**config.mk**
```make
export PLATFORM = sky130hd
export DESIGN_NAME = comparator_control_logic
export DESIGN_NICKNAME = d
export VERILOG_FILES = /design/src/shared/comparator_pkg.sv /design/src/logic/comparator_control_logic.sv /design/src/logic/comparator_sync.sv
export VERILOG_INCLUDE_DIRS = /design/src /design/src/shared
export SDC_FILE = /design/constraint.sdc
export NUM_CORES = 1
export LEC_CHECK = 0
export BUFFER_PORTS_ARGS = -buffer_cell sky130_fd_sc_hd__buf_2
export CORE_UTILIZATION = 35
export DETAILED_ROUTE_END_ITERATION = 7
export HOLD_SLACK_MARGIN = 0.08
export PLACE_DENSITY = 0.7
export SLEW_MARGIN = 20
export SYNTH_ARGS = -nofsm -noshare
export SYNTH_HDL_FRONTEND = slang
export SYNTH_SLANG_ARGS = --single-unit
```
**constraint.sdc**
```tcl
create_clock -name aclk -period 4.46 [get_ports aclk]
set_input_delay 0.223 -clock aclk [delete_from_list [all_inputs] [get_ports aclk]]
set_output_delay 0.223 -clock aclk [all_outputs]
set_load 0.005 [all_outputs]
```
**src/shared/comparator_consts.svh**
```systemverilog
// offsets, bit positions and reset values of the comparator control block
`ifndef COMPARATOR_CONSTS_SVH
`define COMPARATOR_CONSTS_SVH
`define OFS_CONTROL 8'h00
`define OFS_IRQ_STATUS 8'h04
`define OFS_IRQ_MASK 8'h08
`define OFS_PIN_SELECT 8'h0C
`define OFS_FLAG_SET 8'h10
`define POS_ENABLE 6
`define POS_INVERT 5
`define POS_RESULT 4
`define POS_HYST 0
`define POS_PIN_OUT 0
`define POS_PIN_IN 1
`define RST_ENABLE 1'h0
`define RST_INVERT 1'h0
`define RST_RESULT 1'h0
`define RST_HYST 1'h1
`define RESP_OKAY 2'h0
`define RESP_SLVERR 2'h2
`endif

```
**src/shared/comparator_pkg.sv**
```systemverilog
// types shared by the comparator control block
package comparator_pkg;
    typedef enum logic [2:0] {
        REG_CONTROL = 3'h0,
        REG_IRQ_STATUS = 3'h1,
        REG_IRQ_MASK = 3'h2,
        REG_PIN_SELECT = 3'h3,
        REG_FLAG_SET = 3'h4,
        REG_NONE = 3'h7
    } reg_sel_type;

    typedef struct packed {
        logic power_on;
        logic hysteresis_on;
        logic pin_out;
        logic pin_out_en;
        logic pull_high_off;
    } analog_ctrl_type;
endpackage

```
**src/logic/comparator_control_logic.sv**
```systemverilog
// comparator control, status, interrupt and pin-share logic with an AXI4-Lite slave
`timescale 1ns/1ps
`include "comparator_consts.svh"

// Summary of operation
// - control bit 6 powers the comparator; clear means no power drawn
// - control bit 5 inverts the comparison result seen by the output bit
// - bit 4 is read-only: 1 when positive exceeds negative, reversed if inverted
// - control bit 0 applies hysteresis; it resets to one
// - the output bit may also drive a shared pin when that pin is selected
// - any change of the output bit sets the comparator interrupt flag
// - flag and its enable both set request the comparator interrupt vector
// - in sleep or idle an enabled comparator change sets the flag and wakes
// - no wake-up when the flag is already set on entering sleep or idle
// - an enabled comparator keeps running during sleep or idle
// - with comparator on, pin data reads zero if port control one, else port data
// - pull-high on a comparator input pin is removed while that pin is selected
module comparator_control_logic
    import comparator_pkg::*;
#(
    parameter int ADDR_W = 8,
    parameter int PINS = 2
) (
    // clock and reset
    input wire logic aclk,
    input wire logic aresetn,
    // axi4-lite write address and data
    input wire logic [ADDR_W-1:0] awaddr,
    input wire logic [2:0] awprot,
    input wire logic awvalid,
    output logic awready,
    input wire logic [31:0] wdata,
    input wire logic [3:0] wstrb,
    input wire logic wvalid,
    output logic wready,
    // axi4-lite write response
    output logic [1:0] bresp,
    output logic bvalid,
    input wire logic bready,
    // axi4-lite read
    input wire logic [ADDR_W-1:0] araddr,
    input wire logic [2:0] arprot,
    input wire logic arvalid,
    output logic arready,
    output logic [31:0] rdata,
    output logic [1:0] rresp,
    output logic rvalid,
    input wire logic rready,
    // analog comparator
    input wire logic raw_compare,
    output analog_ctrl_type analog_ctrl,
    // shared pin data reads
    input wire logic [PINS-1:0] port_control_bits,
    input wire logic [PINS-1:0] port_data_bits,
    output logic [PINS-1:0] io_read_data,
    // core power state and requests
    input wire logic sleep_mode,
    output logic irq,
    output logic wake_req
);
    function automatic reg_sel_type decode(input logic [ADDR_W-1:0] addr);
        case (addr)
            ADDR_W'(`OFS_CONTROL): decode = REG_CONTROL;
            ADDR_W'(`OFS_IRQ_STATUS): decode = REG_IRQ_STATUS;
            ADDR_W'(`OFS_IRQ_MASK): decode = REG_IRQ_MASK;
            ADDR_W'(`OFS_PIN_SELECT): decode = REG_PIN_SELECT;
            ADDR_W'(`OFS_FLAG_SET): decode = REG_FLAG_SET;
            default: decode = REG_NONE;
        endcase
    endfunction

    logic aw_held_reg;
    logic w_held_reg;
    logic [ADDR_W-1:0] waddr_reg;
    logic [31:0] wdata_reg;
    logic [3:0] wstrb_reg;
    logic bvalid_reg;
    logic [1:0] bresp_reg;
    logic rvalid_reg;
    logic [1:0] rresp_reg;
    logic [31:0] rdata_reg;
    logic enable_reg;
    logic invert_reg;
    logic hyst_reg;
    logic result_reg;
    logic flag_reg;
    logic mask_reg;
    logic [1:0] pin_sel_reg;
    logic wake_reg;
    logic [PINS-1:0] io_read_reg;
    logic raw_sync;
    logic result_next;
    logic change_event;
    logic do_write;
    logic wr_lane0;
    reg_sel_type wsel;
    reg_sel_type rsel;
    logic [7:0] control_view;

    comparator_sync #(
        .WIDTH(1)
    ) u_sync (
        .aclk(aclk),
        .aresetn(aresetn),
        .async_in(raw_compare),
        .sync_out(raw_sync)
    );

    // bus handshake: address and data taken in either order, answer after both
    assign awready = !aw_held_reg && !bvalid_reg;
    assign wready = !w_held_reg && !bvalid_reg;
    assign arready = !rvalid_reg;
    assign bvalid = bvalid_reg;
    assign bresp = bresp_reg;
    assign rvalid = rvalid_reg;
    assign rresp = rresp_reg;
    assign rdata = rdata_reg;
    assign do_write = aw_held_reg && w_held_reg && !bvalid_reg;
    assign wsel = decode(waddr_reg);
    assign rsel = decode(araddr);
    assign wr_lane0 = do_write && wstrb_reg[0];

    always_ff @(posedge aclk) begin
        if (!aresetn) begin
            aw_held_reg <= 1'b0;
            waddr_reg <= '0;
        end else if (awvalid && awready) begin
            aw_held_reg <= 1'b1;
            waddr_reg <= awaddr;
        end else if (do_write) begin
            aw_held_reg <= 1'b0;
        end
    end

    always_ff @(posedge aclk) begin
        if (!aresetn) begin
            w_held_reg <= 1'b0;
            wdata_reg <= 32'h0000_0000;
            wstrb_reg <= 4'h0;
        end else if (wvalid && wready) begin
            w_held_reg <= 1'b1;
            wdata_reg <= wdata;
            wstrb_reg <= wstrb;
        end else if (do_write) begin
            w_held_reg <= 1'b0;
        end
    end

    always_ff @(posedge aclk) begin
        if (!aresetn) begin
            bvalid_reg <= 1'b0;
            bresp_reg <= `RESP_OKAY;
        end else if (do_write) begin
            bvalid_reg <= 1'b1;
            bresp_reg <= (wsel == REG_NONE) ? `RESP_SLVERR : `RESP_OKAY;
        end else if (bready) begin
            bvalid_reg <= 1'b0;
        end
    end

    // control register; unimplemented positions have no storage
    always_ff @(posedge aclk) begin
        if (!aresetn) begin
            enable_reg <= `RST_ENABLE;
            invert_reg <= `RST_INVERT;
            hyst_reg <= `RST_HYST;
        end else if (wr_lane0 && wsel == REG_CONTROL) begin
            enable_reg <= wdata_reg[`POS_ENABLE];
            invert_reg <= wdata_reg[`POS_INVERT];
            hyst_reg <= wdata_reg[`POS_HYST];
        end
    end

    always_ff @(posedge aclk) begin
        if (!aresetn) begin
            mask_reg <= 1'b0;
            pin_sel_reg <= 2'h0;
        end else if (wr_lane0 && wsel == REG_IRQ_MASK) begin
            mask_reg <= wdata_reg[0];
        end else if (wr_lane0 && wsel == REG_PIN_SELECT) begin
            pin_sel_reg <= wdata_reg[1:0];
        end
    end

    // output bit follows the synchronised result only while powered; frozen when off
    assign result_next = raw_sync ^ invert_reg;
    assign change_event = enable_reg && (result_next != result_reg);

    always_ff @(posedge aclk) begin
        if (!aresetn) begin
            result_reg <= `RST_RESULT;
        end else if (enable_reg) begin
            result_reg <= result_next;
        end
    end

    // sticky flag: hardware set and software force win over write-one-to-clear
    always_ff @(posedge aclk) begin
        if (!aresetn) begin
            flag_reg <= 1'b0;
        end else if (change_event) begin
            flag_reg <= 1'b1;
        end else if (wr_lane0 && wsel == REG_FLAG_SET && wdata_reg[0]) begin
            flag_reg <= 1'b1;
        end else if (wr_lane0 && wsel == REG_IRQ_STATUS && wdata_reg[0]) begin
            flag_reg <= 1'b0;
        end
    end

    // wake only on a fresh flag set while asleep; a flag already high blocks it
    always_ff @(posedge aclk) begin
        if (!aresetn) begin
            wake_reg <= 1'b0;
        end else begin
            wake_reg <= sleep_mode && change_event && !flag_reg;
        end
    end

    assign irq = flag_reg && mask_reg;
    assign wake_req = wake_reg;

    // analog and pin controls
    always_ff @(posedge aclk) begin
        if (!aresetn) begin
            analog_ctrl <= '0;
        end else begin
            analog_ctrl.power_on <= enable_reg;
            analog_ctrl.hysteresis_on <= hyst_reg;
            analog_ctrl.pin_out <= result_reg;
            analog_ctrl.pin_out_en <= pin_sel_reg[`POS_PIN_OUT];
            analog_ctrl.pull_high_off <= pin_sel_reg[`POS_PIN_IN];
        end
    end

    genvar gi;
    generate
        for (gi = 0; gi < PINS; gi++) begin : g_pin
            always_ff @(posedge aclk) begin
                if (!aresetn) begin
                    io_read_reg[gi] <= 1'b0;
                end else if (enable_reg) begin
                    io_read_reg[gi] <= port_control_bits[gi] ? 1'b0 : port_data_bits[gi];
                end else begin
                    io_read_reg[gi] <= port_data_bits[gi];
                end
            end
        end
    endgenerate
    assign io_read_data = io_read_reg;

    // read path
    always_comb begin
        control_view = 8'h00;
        control_view[`POS_ENABLE] = enable_reg;
        control_view[`POS_INVERT] = invert_reg;
        control_view[`POS_RESULT] = result_reg;
        control_view[`POS_HYST] = hyst_reg;
    end

    always_ff @(posedge aclk) begin
        if (!aresetn) begin
            rvalid_reg <= 1'b0;
            rresp_reg <= `RESP_OKAY;
            rdata_reg <= 32'h0000_0000;
        end else if (arvalid && arready) begin
            rvalid_reg <= 1'b1;
            rresp_reg <= (rsel == REG_NONE) ? `RESP_SLVERR : `RESP_OKAY;
            case (rsel)
                REG_CONTROL: rdata_reg <= {24'h00_0000, control_view};
                REG_IRQ_STATUS: rdata_reg <= {31'h0000_0000, flag_reg};
                REG_IRQ_MASK: rdata_reg <= {31'h0000_0000, mask_reg};
                REG_PIN_SELECT: rdata_reg <= {30'h0000_0000, pin_sel_reg};
                default: rdata_reg <= 32'h0000_0000;
            endcase
        end else if (rready) begin
            rvalid_reg <= 1'b0;
        end
    end

    // checks
    a_power_follows_enable: assert property (@(posedge aclk) disable iff (!aresetn)
        ##1 analog_ctrl.power_on == $past(enable_reg))
        else $error("comparator power does not follow enable bit");

    a_result_polarity: assert property (@(posedge aclk) disable iff (!aresetn)
        enable_reg ##1 enable_reg |-> result_reg == ($past(raw_sync) ^ $past(invert_reg)))
        else $error("output bit does not match polarity and result");

    a_result_frozen_off: assert property (@(posedge aclk) disable iff (!aresetn)
        !enable_reg |=> $stable(result_reg))
        else $error("output bit changed while comparator off");

    a_hyst_write: assert property (@(posedge aclk) disable iff (!aresetn)
        wr_lane0 && wsel == REG_CONTROL |=> hyst_reg == $past(wdata_reg[0]))
        else $error("hysteresis bit not written");

    a_pin_drive: assert property (@(posedge aclk) disable iff (!aresetn)
        pin_sel_reg[0] ##1 pin_sel_reg[0] |-> analog_ctrl.pin_out_en
            && analog_ctrl.pin_out == $past(result_reg))
        else $error("selected output pin not driven with result");

    a_change_sets_flag: assert property (@(posedge aclk) disable iff (!aresetn)
        $changed(result_reg) |-> flag_reg)
        else $error("output change did not set flag");

    a_vector_request: assert property (@(posedge aclk) disable iff (!aresetn)
        irq == (flag_reg && mask_reg))
        else $error("interrupt request mismatch");

    a_wake_on_change: assert property (@(posedge aclk) disable iff (!aresetn)
        sleep_mode && change_event && !flag_reg |=> wake_req ##1 !wake_req)
        else $error("no wake pulse on change in sleep");

    a_no_wake_flag_set: assert property (@(posedge aclk) disable iff (!aresetn)
        flag_reg |=> !wake_req)
        else $error("wake raised with flag already set");

    a_pin_read_zero: assert property (@(posedge aclk) disable iff (!aresetn)
        enable_reg && port_control_bits[0] |=> io_read_data[0] == 1'b0)
        else $error("pin read not zero with comparator on");

    a_pull_high_off: assert property (@(posedge aclk) disable iff (!aresetn)
        pin_sel_reg[1] [*2] |-> analog_ctrl.pull_high_off)
        else $error("pull-high left on for selected input pin");

    a_unused_bits_zero: assert property (@(posedge aclk) disable iff (!aresetn)
        control_view[7] == 1'b0 && control_view[3:1] == 3'h0)
        else $error("unimplemented control bits read nonzero");
endmodule

```
**src/logic/comparator_sync.sv**
```systemverilog
// three-stage synchroniser with agreement filter for an asynchronous level
`timescale 1ns/1ps
module comparator_sync #(
    parameter int WIDTH = 1
) (
    input wire logic aclk,
    input wire logic aresetn,
    input wire logic [WIDTH-1:0] async_in,
    output logic [WIDTH-1:0] sync_out
);
    logic [WIDTH-1:0] stage1_reg;
    logic [WIDTH-1:0] stage2_reg;
    logic [WIDTH-1:0] stage3_reg;

    always_ff @(posedge aclk) begin
        if (!aresetn) begin
            stage1_reg <= '0;
            stage2_reg <= '0;
            stage3_reg <= '0;
        end else begin
            stage1_reg <= async_in;
            stage2_reg <= stage1_reg;
            stage3_reg <= stage2_reg;
        end
    end

    // a new level is accepted only once the last two stages agree
    always_ff @(posedge aclk) begin
        if (!aresetn) begin
            sync_out <= '0;
        end else if (stage2_reg == stage3_reg) begin
            sync_out <= stage3_reg;
        end
    end
endmodule

```
==> results.ini <==
[drt]
drtPass1Iterations = 4
dr_total_vias = 1503
drt_iter0_drc = 52
wl_per_cell_um = 10.4
route.detailed.drc = 0
routed_wl_um = 3570
viasPerCell = 4.37
final_antenna_net_count = 0

[setup_path]
path_common_cell = or4_4
cp_cell_sequence = or4_4, or2_4, or4_4, o211ai_2
slowest_stage = or4_4
end_kind = flip-flop
crit_path_max_fanout = 3
cp.arrival_ps = 2000
crit_family = simple AND/OR/NAND/NOR gates
critPathMaxStageDelay_ps = 550
cp-start-kind = flip-flop
criticalPathCategory = flip-flop to flip-flop
critPathRequiredTime_ps = 4690
cp_num_buf_inv = 0

[clock_network]
cts_htree_levels = 2
cts_resized = 0
clk_pin_slew_worst_paths_ps = 80
cts_tree = done
clock_latency_ps = 290
cts-root-buf = clkbuf_8
postCtsSetupRepairBufs = 0
cts_buffer_depth = 2
cts_buffers = 5
hold_buffers = 0
cts.sinks = 44

[global_route]
grt_antenna_before_repair = 0
grt_max_degree = 47
grt_pass1_wl_um = 5670
globalRouteOverflowTotal = 0
grt_usage = 0.122
grt_pass1_vias = 1295

[floorplanning]
die_y_um = 77.8
die_area_um2 = 6050
core-area_um2 = 5510
row_count = 27
die_x_um = 77.8
ios = 121
start_util = 0.365

[timing]
slew_violations = 0
finalClockSkew_ps = 5.98
finalSetupViolCount = 0
slew-limit-headroom = 0.539
rsz0062_at_grt = false
hold_viol = 0
tns_ps = 0
min_period_ps = 1780
period_share = 0.399
max_freq_ghz = 0.562
worst_pin_slew_ps = 691

[cells_and_area]
largest_reg_flops = 8
final_common_cell = buf_2
final_area_um2 = 2320
area_growth_pct = 15.6
fin_util = 0.422
drive_gt1_frac = 0.257
final_nets = 342
antenna_cells = 0
layout_common_cells = buf_2 (54), dfxtp_1 (44), nand2_1 (33)

[synth]
syn_inst = 218
ys_seq_elements = 44
async_flop_share = 0
synth_cell_types = 38
synth_ff_type = dfxtp_1
yosysWarnings = 0
mappedNetlistArea_um2 = 2010
syn_avg_cell_area_um2 = 9.22
ys_seq_area_frac = 0.438
synth_enable_flop_cells = 0

[place]
portBuffers = 54
dpl_cell_area_um2 = 2230
place_hpwl_um = 2600
gp_congestion = 0.746

[pwr]
p_leak_nw = 1.07
worst_ir_drop_vdd_mv = 0.163
power_density_nw_per_um2 = 325

[min_path]
min_path_type = primary input to flip-flop

[status]
outcome = completed

[flow_run]
maxCapViolations = 0

-- metrics by stage --
step / hold WS [ps] / setup WS [ps] / power (mW) / instances
after floorplan: 314 / 2740 / 0.498 / 246
after global placement: 402 / 2700 / 0.510 / 336
after detailed placement: 403 / 2700 / 0.511 / 336
after CTS: 82.3 / 2670 / 0.770 / 344
after global routing: 87.3 / 2540 / 0.798 / 344
final: 96.6 / 2680 / 0.755 / 344
-- metal layers --
metal | global-route usage | part of all wire | vias to the layer above | wire (um)
met2 | 0.196 | 0.44 | 53 | 1570
met3 | 0.0353 | 0.064 | 7 | 228
li1 | - | - | 784 | -
met4 | 0.0698 | 0.020 | 0 | 70
met1 | 0.146 | 0.47 | 659 | 1690
met5 | 0 | 0 | - | 0
-- worst register-to-register path, stage by stage, from the launching register on --
cell	delay, ps
dfxtp_1	320
or4_4	550
or2_4	270
or4_4	520
o211ai_2	70
-- synth_stat cells (3+ instances only) --
cell	number	area share
and2_1	9	0.028
buf_4	29	0.11
nand4_1	3	0.0093
inv_1	4	0.0075
clkbuf_1	7	0.013
a21oi_1	4	0.010
and3_1	3	0.0093
a21boi_0	15	0.056
nor2_1	4	0.0075
nand2_1	33	0.062
nor2b_1	15	0.047
nand2b_1	4	0.012
mux2i_1	10	0.050
o21ai_0	5	0.012
dfxtp_1	44	0.44
-- area by class of cell --
cell class	instances	area, um2
Clock buffer	6	82.6
Clock inverter	2	10.0
Fill cell	565	3180
Inverter	4	15.0
Multi-Input combinational cell	162	976
Sequential cell	44	881
Tap cell	72	90.1
Timing Repair Buffer	54	270
-- power by group --
part | total (mW) | switching (mW) | internal, mW
logic | 0.0824 | 0.0439 | 0.0385
registers | 0.419 | 0.0115 | 0.407
clock network | 0.254 | 0.130 | 0.124
total | 0.755 | 0.186 | 0.570
-- path summary, 6_finish.rpt --
| kind | startpoint | end | slack [ps] | cells after the start |
|---|---|---|---|---|
| max | waddr_reg[5]$_SDFFE_PN0P_ | flag_reg$_SDFFE_PN0P_ | 2680 | 4 |
| min | port_control_bits[0] | io_read_data[0]$_SDFF_PN0_ | 100 | 2 |
| max reg2reg | waddr_reg[5]$_SDFFE_PN0P_ | flag_reg$_SDFFE_PN0P_ | 2680 | 4 |
| min reg2reg | u_sync.stage1_reg$_SDFF_PN0_ | u_sync.stage2_reg$_SDFF_PN0_ | 440 | 1 |
-- logic make-up after synthesis --
kind of cell | synth area share
muxes | 0.0554
buffers and inverters | 0.129
DFF | 0.438
AOI/OAI and AO/OA | 0.120
and+or+nand+nor | 0.247
xor gates and xnor gates | 0.00871
other | 0.00187
Power figures use the tool's default switching activity.
